[src/ldad_regs.svh]
// Register offsets, field positions, reset values and timing counts
// Contract
// - Serve one LED conversion per full sequence
// - Priority flag starts channel 1, then points at the channel not last served
// - Result registers carry parity at bit 8
// - Store logic-supply code at 4/255 scaling
// - Store boost code at 70/255 scaling
// - Store temperature code, feeds thermal comparisons
// - Range selection picks LED voltage scaling
// - Constant dimming still gets forced conversions
// - Heat alert latched when code reaches threshold
// - Cutoff stops both channels until below alert
// - Restart automatically or on enable rising edge
// - Serial error sets latched flag
// - Open flag on on-time overflow, no disable
// - Short flag when enabled, first period masked
// - Low voltage ends off-time at zero current
// - Overcurrent latches flag and stops channel
// - Output status high while regulating current
// - Dimming level bits follow 200 ns debouncer
// - Minimum on-time flag latched, clears on read
// - On-time in 200 ns steps, held when stopped
// - Power-on flag by power-on only; reads clear
// - Reset on power-on or mode-gated pin fall
// - Nonzero interval forces periodic LED conversion
// - On-voltage updates only while dimming high
`ifndef LDAD_REGS_SVH
`define LDAD_REGS_SVH
`define LDAD_LED_STAT_ADDR 8'h15
`define LDAD_CHIP_STAT_ADDR 8'h16
`define LDAD_F_OPEN 0
`define LDAD_F_SHORT 2
`define LDAD_F_OC 4
`define LDAD_F_MINON 6
`define LDAD_F_OUTST 8
`define LDAD_F_DIMLVL 10
`define LDAD_F_PWR 0
`define LDAD_F_HEAT 1
`define LDAD_F_CUT 2
`define LDAD_F_SERR 3
`define LDAD_PAR_BIT 8
`define LDAD_RES_RST 9'h100
`define LDAD_THR_RST 8'hb3
`define LDAD_CUTOFF_CODE 8'hc8
`define LDAD_AC_VDD 3'h0
`define LDAD_AC_BOOST 3'h1
`define LDAD_AC_TEMP 3'h2
`define LDAD_AC_LED1 3'h3
`define LDAD_AC_LED2 3'h4
`define LDAD_CLK_NS 40
`define LDAD_DEB_NS 200
`define LDAD_DEB_CYC ((`LDAD_DEB_NS + `LDAD_CLK_NS - 1) / `LDAD_CLK_NS)
`define LDAD_STEP_NS 200
`define LDAD_STEP_CYC (`LDAD_STEP_NS / `LDAD_CLK_NS)
`define LDAD_OPEN_NS 50000
`define LDAD_OPEN_CYC (`LDAD_OPEN_NS / `LDAD_CLK_NS)
`endif

[src/ldad_pkg.sv]
// Types shared by the diagnostics block
`default_nettype none
package ldad_pkg;
   typedef enum logic {ARB_IDLE, ARB_WAIT} ldad_arb_t;
endpackage : ldad_pkg
`default_nettype wire

[src/ldad_conv_if.sv]
// Conversion request carrier between top and arbiter
`default_nettype none
interface ldad_conv_if;
   logic [1:0] req;
   logic seq_done;
   logic [8:0] ivl;
   logic gnt;
   logic gnt_ch;
   modport arb(input req, input seq_done, input ivl, output gnt,
      output gnt_ch);
   modport top(output req, output seq_done, output ivl, input gnt,
      input gnt_ch);
endinterface : ldad_conv_if
`default_nettype wire

[src/ldad_arb.sv]
// LED voltage conversion arbiter
`default_nettype none
`include "ldad_regs.svh"
module ldad_arb import ldad_pkg::*; (
   input wire logic clk,
   input wire logic rst,
   ldad_conv_if.arb cv
);
   ldad_arb_t st_q;
   logic [1:0] pend_q;
   logic [1:0] pend;
   logic [8:0] seqs_q;
   logic prio_q;
   logic frc;
   logic go;
   logic pick;

   // -------------------------------------------------------------
   // Request collection
   // -------------------------------------------------------------
   assign frc = cv.seq_done && cv.ivl != 9'h0 &&
      seqs_q == cv.ivl - 9'h1;
   assign pend = pend_q | cv.req | {2{frc}};
   assign go = st_q == ARB_IDLE && cv.seq_done && |pend;
   assign pick = (pend == 2'b11) ? prio_q : pend[1];

   always_ff @(posedge clk) begin
      if (rst || cv.ivl == 9'h0) begin
         seqs_q <= 9'h0;
      end else if (cv.seq_done) begin
         seqs_q <= frc ? 9'h0 : seqs_q + 9'h1;
      end
   end

   always_ff @(posedge clk) begin
      if (rst) begin
         pend_q <= 2'b00;
      end else begin
         pend_q <= pend & ~(go ? (pick ? 2'b10 : 2'b01) : 2'b00);
      end
   end

   // -------------------------------------------------------------
   // Grant sequencing
   // -------------------------------------------------------------
   always_ff @(posedge clk) begin
      if (rst) begin
         st_q <= ARB_IDLE;
         prio_q <= 1'b0;
         cv.gnt <= 1'b0;
         cv.gnt_ch <= 1'b0;
      end else begin
         cv.gnt <= go;
         unique case (st_q)
            ARB_IDLE: begin
               if (go) begin
                  st_q <= ARB_WAIT;
                  prio_q <= ~pick;
                  cv.gnt_ch <= pick;
               end
            end
            ARB_WAIT: begin
               if (cv.seq_done) begin
                  st_q <= ARB_IDLE;
               end
            end
         endcase
      end
   end
endmodule : ldad_arb
`default_nettype wire

[src/ldad_top.sv]
// Conversion readout and diagnostic flags for a dual LED driver
`default_nettype none
`include "ldad_regs.svh"
module ldad_top import ldad_pkg::*; (
   input wire logic MCLK,
   input wire logic RESET,
   input wire logic RESET_PIN_N,
   input wire logic [2:0] FAILSAFE_MODE_FIELD,
   input wire logic [1:0] DIM_CONTROL_INPUT,
   input wire logic [1:0] BUCK_EN,
   input wire logic [1:0] HEAT_AUTO_RECOVER_EN,
   input wire logic [3:0] LED_VOLTAGE_RANGE_SEL,
   input wire logic [8:0] FORCED_CONV_INTERVAL,
   input wire logic HEAT_THR_WE,
   input wire logic [7:0] HEAT_THR_IN,
   input wire logic ADC_SEQ_DONE,
   input wire logic ADC_VALID,
   input wire logic [2:0] ADC_CHAN,
   input wire logic [7:0] ADC_CODE,
   input wire logic SERIAL_ERROR,
   input wire logic [1:0] OVERCURRENT,
   input wire logic [1:0] LOW_VOLTAGE_CMP,
   input wire logic [1:0] ZERO_CURRENT,
   input wire logic [1:0] SW_PERIOD_START,
   input wire logic [1:0] ON_PHASE,
   input wire logic [1:0] MIN_ON_HIT,
   input wire logic RD_EN,
   input wire logic [7:0] RD_ADDR,
   output logic [15:0] RD_DATA,
   output logic LED_CONV_REQ,
   output logic LED_CONV_CH,
   output logic [1:0] LED_RANGE_OUT,
   output logic [1:0] CH_RUN,
   output logic [1:0] OFF_TIME_END,
   output logic [1:0] OUTPUT_STATUS,
   output logic DIM_INPUT_LEVEL_CH1,
   output logic DIM_INPUT_LEVEL_CH2,
   output logic [7:0] HEAT_ALERT_THRESHOLD,
   output logic [8:0] VDD_RESULT,
   output logic [8:0] BOOST_VOLTAGE_CODE,
   output logic [8:0] DIE_TEMPERATURE_CODE,
   output logic [17:0] LED_STRING_VOLTAGE_CODE,
   output logic [17:0] LED_ON_VOLTAGE_CODE,
   output logic [15:0] ON_TIME_MEASURE
);
   logic rst;
   logic soft_q;
   logic [2:0] pin_s_q;
   logic pin_lvl_q;
   logic pin_fall;
   logic mode_rst;
   logic [1:0] lvl;
   logic [1:0] dfall;
   logic [1:0] open_f;
   logic [1:0] short_f;
   logic [1:0] oc_f;
   logic [1:0] minon_f;
   logic [1:0] run;
   logic cut_q;
   logic heat_q;
   logic cutf_q;
   logic serr_q;
   logic pwr_q;
   logic temp_v;
   logic heat_set;
   logic cut_set;
   logic clr_led;
   logic clr_chip;
   logic [15:0] led_stat;
   logic [15:0] chip_stat;
   ldad_conv_if cv ();

   function automatic logic [8:0] with_par(input logic [7:0] v);
      with_par = {~^v, v};
   endfunction : with_par

   // -------------------------------------------------------------
   // Reset handling
   // -------------------------------------------------------------
   assign mode_rst = FAILSAFE_MODE_FIELD[2:1] == 2'b00 ||
      FAILSAFE_MODE_FIELD[2:1] == 2'b11;
   assign pin_fall = pin_lvl_q && pin_s_q[2:1] == 2'b00;
   assign rst = RESET || soft_q;

   always_ff @(posedge MCLK) begin
      if (RESET) begin
         pin_s_q <= 3'h7;
         pin_lvl_q <= 1'b1;
         soft_q <= 1'b0;
      end else begin
         pin_s_q <= {pin_s_q[1:0], RESET_PIN_N};
         if (pin_s_q[2] == pin_s_q[1]) begin
            pin_lvl_q <= pin_s_q[2];
         end
         soft_q <= pin_fall && mode_rst;
      end
   end

   // -------------------------------------------------------------
   // Per channel input conditioning and protection
   // -------------------------------------------------------------
   for (genvar i = 0; i < 2; i++) begin : g_ch
      logic [2:0] ds_q;
      logic [2:0] dcnt_q;
      logic dlvl_q;
      logic dprev_q;
      logic [2:0] ls_q;
      logic low_q;
      logic en_prev_q;
      logic en_rise;
      logic hold_q;
      logic ocs_q;
      logic run_q;
      logic mask_q;
      logic [10:0] ocnt_q;
      logic [2:0] tcnt_q;
      logic [7:0] steps_q;
      logic onp_q;
      logic open_q;
      logic short_q;
      logic oc_q;
      logic minon_q;
      logic clr;

      assign lvl[i] = dlvl_q;
      assign dfall[i] = dprev_q && !dlvl_q;
      assign run[i] = run_q;
      assign en_rise = BUCK_EN[i] && !en_prev_q;
      assign open_f[i] = open_q;
      assign short_f[i] = short_q;
      assign oc_f[i] = oc_q;
      assign minon_f[i] = minon_q;
      assign clr = clr_led;

      always_ff @(posedge MCLK) begin
         if (rst) begin
            ds_q <= 3'h0;
            ls_q <= 3'h0;
            dcnt_q <= 3'h0;
            dlvl_q <= 1'b0;
            dprev_q <= 1'b0;
            low_q <= 1'b0;
         end else begin
            ds_q <= {ds_q[1:0], DIM_CONTROL_INPUT[i]};
            ls_q <= {ls_q[1:0], LOW_VOLTAGE_CMP[i]};
            dprev_q <= dlvl_q;
            if (ls_q[2] == ls_q[1]) begin
               low_q <= ls_q[2];
            end
            if (ds_q[2] != ds_q[1] || ds_q[2] == dlvl_q) begin
               dcnt_q <= 3'h0;
            end else if (dcnt_q == 3'(`LDAD_DEB_CYC - 1)) begin
               dlvl_q <= ds_q[2];
               dcnt_q <= 3'h0;
            end else begin
               dcnt_q <= dcnt_q + 3'h1;
            end
         end
      end

      always_ff @(posedge MCLK) begin
         if (rst) begin
            en_prev_q <= 1'b0;
            hold_q <= 1'b0;
            ocs_q <= 1'b0;
            run_q <= 1'b0;
            mask_q <= 1'b1;
         end else begin
            en_prev_q <= BUCK_EN[i];
            if (cut_q) begin
               hold_q <= 1'b1;
            end else if (HEAT_AUTO_RECOVER_EN[i] || en_rise) begin
               hold_q <= 1'b0;
            end
            if (OVERCURRENT[i]) begin
               ocs_q <= 1'b1;
            end else if (en_rise) begin
               ocs_q <= 1'b0;
            end
            run_q <= BUCK_EN[i] && !cut_q && !hold_q && !ocs_q &&
               !OVERCURRENT[i];
            if (!run_q) begin
               mask_q <= 1'b1;
            end else if (SW_PERIOD_START[i]) begin
               mask_q <= 1'b0;
            end
         end
      end

      always_ff @(posedge MCLK) begin
         if (rst) begin
            ocnt_q <= 11'h0;
            tcnt_q <= 3'h0;
            steps_q <= 8'h0;
            onp_q <= 1'b0;
            ON_TIME_MEASURE[i*8 +: 8] <= 8'h0;
         end else begin
            onp_q <= ON_PHASE[i];
            if (ON_PHASE[i] && run_q) begin
               ocnt_q <= ocnt_q + 11'h1;
            end else begin
               ocnt_q <= 11'h0;
            end
            if (ON_PHASE[i]) begin
               if (tcnt_q == 3'(`LDAD_STEP_CYC - 1)) begin
                  tcnt_q <= 3'h0;
                  if (steps_q != 8'hff) begin
                     steps_q <= steps_q + 8'h1;
                  end
               end else begin
                  tcnt_q <= tcnt_q + 3'h1;
               end
            end else begin
               tcnt_q <= 3'h0;
               steps_q <= 8'h0;
            end
            if (onp_q && !ON_PHASE[i]) begin
               ON_TIME_MEASURE[i*8 +: 8] <= steps_q;
            end
         end
      end

      always_ff @(posedge MCLK) begin
         if (rst) begin
            open_q <= 1'b0;
            short_q <= 1'b0;
            oc_q <= 1'b0;
            minon_q <= 1'b0;
         end else begin
            open_q <= (ON_PHASE[i] && run_q &&
               ocnt_q == 11'(`LDAD_OPEN_CYC - 1)) ||
               (open_q && !clr);
            short_q <= (run_q && !mask_q && low_q) ||
               (short_q && !clr);
            oc_q <= OVERCURRENT[i] || (oc_q && !clr);
            minon_q <= MIN_ON_HIT[i] || (minon_q && !clr);
         end
      end

   end

   // -------------------------------------------------------------
   // Conversion arbitration
   // -------------------------------------------------------------
   assign cv.req = dfall;
   assign cv.seq_done = ADC_SEQ_DONE;
   assign cv.ivl = FORCED_CONV_INTERVAL;

   ldad_arb u_arb (
      .clk(MCLK),
      .rst(rst),
      .cv(cv.arb)
   );

   always_ff @(posedge MCLK) begin
      if (rst) begin
         LED_CONV_REQ <= 1'b0;
         LED_CONV_CH <= 1'b0;
         LED_RANGE_OUT <= 2'b00;
      end else begin
         LED_CONV_REQ <= cv.gnt;
         if (cv.gnt) begin
            LED_CONV_CH <= cv.gnt_ch;
            LED_RANGE_OUT <= LED_VOLTAGE_RANGE_SEL[cv.gnt_ch*2 +: 2];
         end
      end
   end

   // -------------------------------------------------------------
   // Result registers
   // -------------------------------------------------------------
   assign temp_v = ADC_VALID && ADC_CHAN == `LDAD_AC_TEMP;

   always_ff @(posedge MCLK) begin
      if (rst) begin
         VDD_RESULT <= `LDAD_RES_RST;
         BOOST_VOLTAGE_CODE <= `LDAD_RES_RST;
         DIE_TEMPERATURE_CODE <= `LDAD_RES_RST;
         LED_STRING_VOLTAGE_CODE <= {2{`LDAD_RES_RST}};
         LED_ON_VOLTAGE_CODE <= {2{`LDAD_RES_RST}};
      end else if (ADC_VALID) begin
         unique case (ADC_CHAN)
            `LDAD_AC_VDD: VDD_RESULT <= with_par(ADC_CODE);
            `LDAD_AC_BOOST: BOOST_VOLTAGE_CODE <= with_par(ADC_CODE);
            `LDAD_AC_TEMP: DIE_TEMPERATURE_CODE <= with_par(ADC_CODE);
            `LDAD_AC_LED1: begin
               LED_STRING_VOLTAGE_CODE[8:0] <= with_par(ADC_CODE);
               if (lvl[0]) begin
                  LED_ON_VOLTAGE_CODE[8:0] <= with_par(ADC_CODE);
               end
            end
            `LDAD_AC_LED2: begin
               LED_STRING_VOLTAGE_CODE[17:9] <= with_par(ADC_CODE);
               if (lvl[1]) begin
                  LED_ON_VOLTAGE_CODE[17:9] <= with_par(ADC_CODE);
               end
            end
            default: begin
            end
         endcase
      end
   end

   // -------------------------------------------------------------
   // Thermal supervision
   // -------------------------------------------------------------
   assign heat_set = temp_v && ADC_CODE >= HEAT_ALERT_THRESHOLD;
   assign cut_set = temp_v && ADC_CODE >= `LDAD_CUTOFF_CODE;

   always_ff @(posedge MCLK) begin
      if (rst) begin
         HEAT_ALERT_THRESHOLD <= `LDAD_THR_RST;
         cut_q <= 1'b0;
      end else begin
         if (HEAT_THR_WE) begin
            HEAT_ALERT_THRESHOLD <= HEAT_THR_IN;
         end
         if (cut_set) begin
            cut_q <= 1'b1;
         end else if (temp_v && ADC_CODE < HEAT_ALERT_THRESHOLD) begin
            cut_q <= 1'b0;
         end
      end
   end

   // -------------------------------------------------------------
   // Status registers and clear on read
   // -------------------------------------------------------------
   assign clr_led = RD_EN && RD_ADDR == `LDAD_LED_STAT_ADDR;
   assign clr_chip = RD_EN && RD_ADDR == `LDAD_CHIP_STAT_ADDR;

   always_comb begin
      led_stat = 16'h0;
      led_stat[`LDAD_F_OPEN +: 2] = open_f;
      led_stat[`LDAD_F_SHORT +: 2] = short_f;
      led_stat[`LDAD_F_OC +: 2] = oc_f;
      led_stat[`LDAD_F_MINON +: 2] = minon_f;
      led_stat[`LDAD_F_OUTST +: 2] = OUTPUT_STATUS;
      led_stat[`LDAD_F_DIMLVL +: 2] = lvl;
      chip_stat = 16'h0;
      chip_stat[`LDAD_F_PWR] = pwr_q;
      chip_stat[`LDAD_F_HEAT] = heat_q;
      chip_stat[`LDAD_F_CUT] = cutf_q;
      chip_stat[`LDAD_F_SERR] = serr_q;
   end

   always_ff @(posedge MCLK) begin
      if (RESET) begin
         pwr_q <= 1'b1;
      end else if (clr_chip) begin
         pwr_q <= 1'b0;
      end
   end

   always_ff @(posedge MCLK) begin
      if (rst) begin
         heat_q <= 1'b0;
         cutf_q <= 1'b0;
         serr_q <= 1'b0;
      end else begin
         heat_q <= heat_set || (heat_q && !clr_chip);
         cutf_q <= cut_set || (cutf_q && !clr_chip);
         serr_q <= SERIAL_ERROR || (serr_q && !clr_chip);
      end
   end

   always_ff @(posedge MCLK) begin
      if (rst) begin
         RD_DATA <= 16'h0;
         CH_RUN <= 2'b00;
         OFF_TIME_END <= 2'b00;
         OUTPUT_STATUS <= 2'b00;
         DIM_INPUT_LEVEL_CH1 <= 1'b0;
         DIM_INPUT_LEVEL_CH2 <= 1'b0;
      end else begin
         RD_DATA <= clr_led ? led_stat : clr_chip ? chip_stat : 16'h0;
         CH_RUN <= run;
         OFF_TIME_END <= {2{!cut_q}} & ~ON_PHASE & ZERO_CURRENT &
            {g_ch[1].low_q, g_ch[0].low_q};
         OUTPUT_STATUS <= run & lvl;
         DIM_INPUT_LEVEL_CH1 <= lvl[0];
         DIM_INPUT_LEVEL_CH2 <= lvl[1];
      end
   end
endmodule : ldad_top
`default_nettype wire

[config.mk]
export PLATFORM = sky130hd
export DESIGN_NAME = ldad_top
export DESIGN_NICKNAME = d
export VERILOG_FILES = /design/src/ldad_pkg.sv /design/src/ldad_conv_if.sv /design/src/ldad_arb.sv /design/src/ldad_top.sv
export VERILOG_INCLUDE_DIRS = /design/src
export SDC_FILE = /design/constraint.sdc
export NUM_CORES = 1
export LEC_CHECK = 0
export BUFFER_PORTS_ARGS = -buffer_cell sky130_fd_sc_hd__buf_2
export CORE_MARGIN = 5
export CORE_UTILIZATION = 24
export CTS_CLUSTER_SIZE = 8
export DETAILED_ROUTE_END_ITERATION = 16
export SLEW_MARGIN = 20
export SYNTH_ARGS = -nofsm -noshare
export SYNTH_HDL_FRONTEND = slang
export SYNTH_SLANG_ARGS = --single-unit
[constraint.sdc]
create_clock -name MCLK -period 2.5 [get_ports MCLK]
set_input_delay 0.25 -clock MCLK [delete_from_list [all_inputs] [get_ports MCLK]]
set_output_delay 0.25 -clock MCLK [all_outputs]
set_load 0.02 [all_outputs]
==> metrics.md <==
| Metric | Value |
|---|---|
| CTS Buf Count | `34` |
| Worst-Skew Late Latency | `500 ps` |
| Tcrit/Tclk final | `77.68%` |
| Logic pwr share | `6.1%` |
| Max clock buf depth | `3` |
| Fillers | `3,693` |
| Initial Util | `24.31%` |
| Most frequent cell after synthesis | `dfxtp_1` |
| HP Start | `ON_PHASE[0]` |
| Routed len/inst | `14.90 µm` |
| Sequential share of power | `44.2%` |
| Commonest cells in the netlist | `dfxtp_1, nand2_1, nor2_1, a21oi_1, inv_1` |
| Worst-margin pin slew | `897.1 ps` |
| Initial drt markers | `264` |
| Final Wtd Congestion | `0.8466` |
| Endpoints failing setup | `0` |
| Clock share of power | `49.6%` |
| Distinct cells, synth | `54` |
| First-pass GRT wire length | `37.86 mm` |
| Max_cap viols | `0` |
| Critical Path End Type | `flip-flop` |
| CTS clock-pin slew for the worst setup and hold paths | `50 ps` |
| Worst setup path start | `u_arb.seqs_q[7]` |
| Highest Clock Rate | `0.5149 GHz` |
| Count of pins over their slew limit | `0` |
| Largest cells by area after synthesis | `dfxtp_1, nand2_1, nor2_1, a21oi_1, ha_1` |
| Die height | `200.0 µm` |
| Final net count | `1,280` |
| Die Wd | `200.0 µm` |
| Switching portion of total power | `23.01%` |
| Crit Path Class | `reg -> reg` |
| Antenna violation net count after detailed routing | `0` |
| Mean Syn Cell Area | `8.955 µm²` |
| Fin area | `0.01127 mm²` |
| Yosys reg bits | `222` |
| Reg-to-reg startpoint | `u_arb.seqs_q[7]` |
| Final Hold Fails | `0` |
| Cell taking the most area after synthesis | `dfxtp_1` |
| Synth Flop Type | `dfxtp_1` |
| GR Util All Layers | `11.87%` |
| Total length of routed wires | `24.55 mm` |
| RSZ-0062 raised after global routing | `no` |
| Vias/cell | `4.359` |
| Core ar. | `0.03566 mm²` |
| CP max FO | `8` |
| Synthesized area | `0.008668 mm²` |
| H-tree lvl count | `2` |
| Total gr overflow | `0` |
| Setup_tns | `0 ps` |
| TritonCTS clock tree | `done` |
| Post-CTS setup buffers | `0` |
| DRC errors left | `0` |
| Die area | `0.04002 mm²` |
| Site row count | `69` |
| Register area share after synthesis | `51.27%` |
| CP Data Required Time | `2860 ps` |
| R2R cell count | `6` |
| Asr flop ratio synth | `0%` |
| Power Dens Cells | `731.3 mW/mm²` |
| Crit start category | `flip-flop` |
| Hold crit path type | `in -> reg` |
| Leak | `0.004780 µW` |
| Post-DP HPWL | `17.75 mm` |
| Clock skew | `20.22 ps` |
| VDD IR max | `0.0003814 V` |
| Largest net degree at the start of global routing | `56` |
| CP arrival | `2310 ps` |
| Hold WS | `40.60 ps` |
| Final Power | `8239 µW` |
| Layout cell share with drive strength beyond 1 | `21.15%` |
| Ys Warns | `0` |
| DRT Pass-1 Iters | `4` |
| CTS Root Cell | `clkbuf_16` |
| Post-DP Area | `0.01009 mm²` |
| Post-synth EDFFs | `0` |
| Post-Synthesis Cells | `968` |
| Share of the synthesized area in the top cell type | `51.27%` |
| Initial antenna violation count | `0` |
| Relative slew slack | `39.73%` |
| Ant diodes | `0` |
| Sink Count | `222` |
| PortBufs | `178` |
| # IOs | `184` |
| Crit path time final | `1942 ps` |
| Total net switching power | `1896 µW` |
| Area grow syn2layout | `29.97%` |
| Hold Path Stages | `2` |
| Post-CTS Resized | `0` |
| Vias in the first global route | `7,071` |
| P_int | `6343 µW` |
| Status | `finished clean` |
| DR vias | `7,184` |
kinds of logic (layout without fill, tap and decap cells):
group	after synthesis	in the layout	synth area share [%]
adder cells (fa/ha/maj)	29	29	4.186
AO/OA/AOI/OAI	147	147	10.39
multiplexers	27	27	3.175
AND/OR/NAND/NOR	411	411	22.14
other	1	4	0.04326
flip-flops	222	222	51.27
XOR/XNOR	51	51	5.153
buffers and inverters	80	296	3.638
state kept, by name (all words and copies together), names as in the netlist, 12 cells and up:
signal                   count
LED_ON_VOLTAGE_CODE         18
LED_STRING_VOLTAGE_CODE     18
ON_TIME_MEASURE             16
RD_DATA                     12
g_ch.ocnt_q                 22
g_ch.steps_q                16
worst max-delay path, stage by stage (launching register included):
cell and delay [ps]:
dfxtp_1 340, xnor2_1 240, xnor2_1 100, o41ai_2 520
nand3_1 170, o21ai_2 350, nor2_1 90
cell type report:
class	count	area (µm²)	area share, %
well taps	461	576.8	5.120
clock inverters	4	38.79	0.3443
flip-flops and latches	222	4444	39.45
inverters	41	153.9	1.366
repair buffers	214	1219	10.82
clock buffers	37	903.4	8.019
multi-input cells	669	3930	34.88
final timing paths:
kind | to | slack, ps
setup reg to reg | u_arb.seqs_q[2] | 560
hold / removal | OFF_TIME_END[0] | 40
hold reg to reg | pin_s_q[1] | 420
setup / recovery | u_arb.seqs_q[2] | 560
power by group through the flow:
| stage | Combinational, µW | Clock (µW) | Sequential [µW] |
|---|---|---|---|
| finish | 507 | 4090 | 3650 |
| global route | 562 | 4360 | 3650 |
| CTS | 512 | 4220 | 3640 |
| detailed placement | 481 | 0 | 3710 |
| global placement | 471 | 0 | 3710 |
| floorplan | 247 | 0 | 3730 |
metal layers:
metal	GRT usage, %	share of wire [%]	vias up
met5	0	0	-
met4	5.082	3.7	0
met1	15.11	46	3326
li1	-	-	3664
met3	2.618	4.6	52
met2	19.46	46	142
cells in the final DEF, fill, tap and decap left out, types with 3 or more instances in the layout:
cell	count
inv_1	41
mux2i_1	26
conb_1	4
or3_1	6
nor2b_1	5
clkbuf_16	35
a211oi_1	3
nor3_1	11
or2_2	4
a21oi_1	82
a21o_1	3
o211ai_1	14
nand3b_1	4
buf_4	13
nand3_1	40
nand4_1	13
ha_1	29
and2_1	25
nor4_1	5
a31oi_1	5
a22o_1	4
and3_1	14
o21ai_0	20
nand2_1	145
nor2_1	114
buf_2	178
dfxtp_1	222
nand2b_1	9
xnor2_1	23
dlygate4sd3_1	23
xor2_1	28
per-stage QoR:
step,worst slack (ps),std cells,utilization [%]
CTS,541.7,1648,31.60
finish,558.0,1648,31.60
floorplan,613.0,971,-
global route,367.3,1648,31.60
detailed placement,219.9,1584,28.31
global placement,302.1,1584,28.31
timing repair:
item | CTS | global route
hold endpoints to repair | 24 | 0
hold buffers | 23 | 0
setup endpoints to repair | 0 | 0
Note: power is estimated with default switching activity, not from simulation.
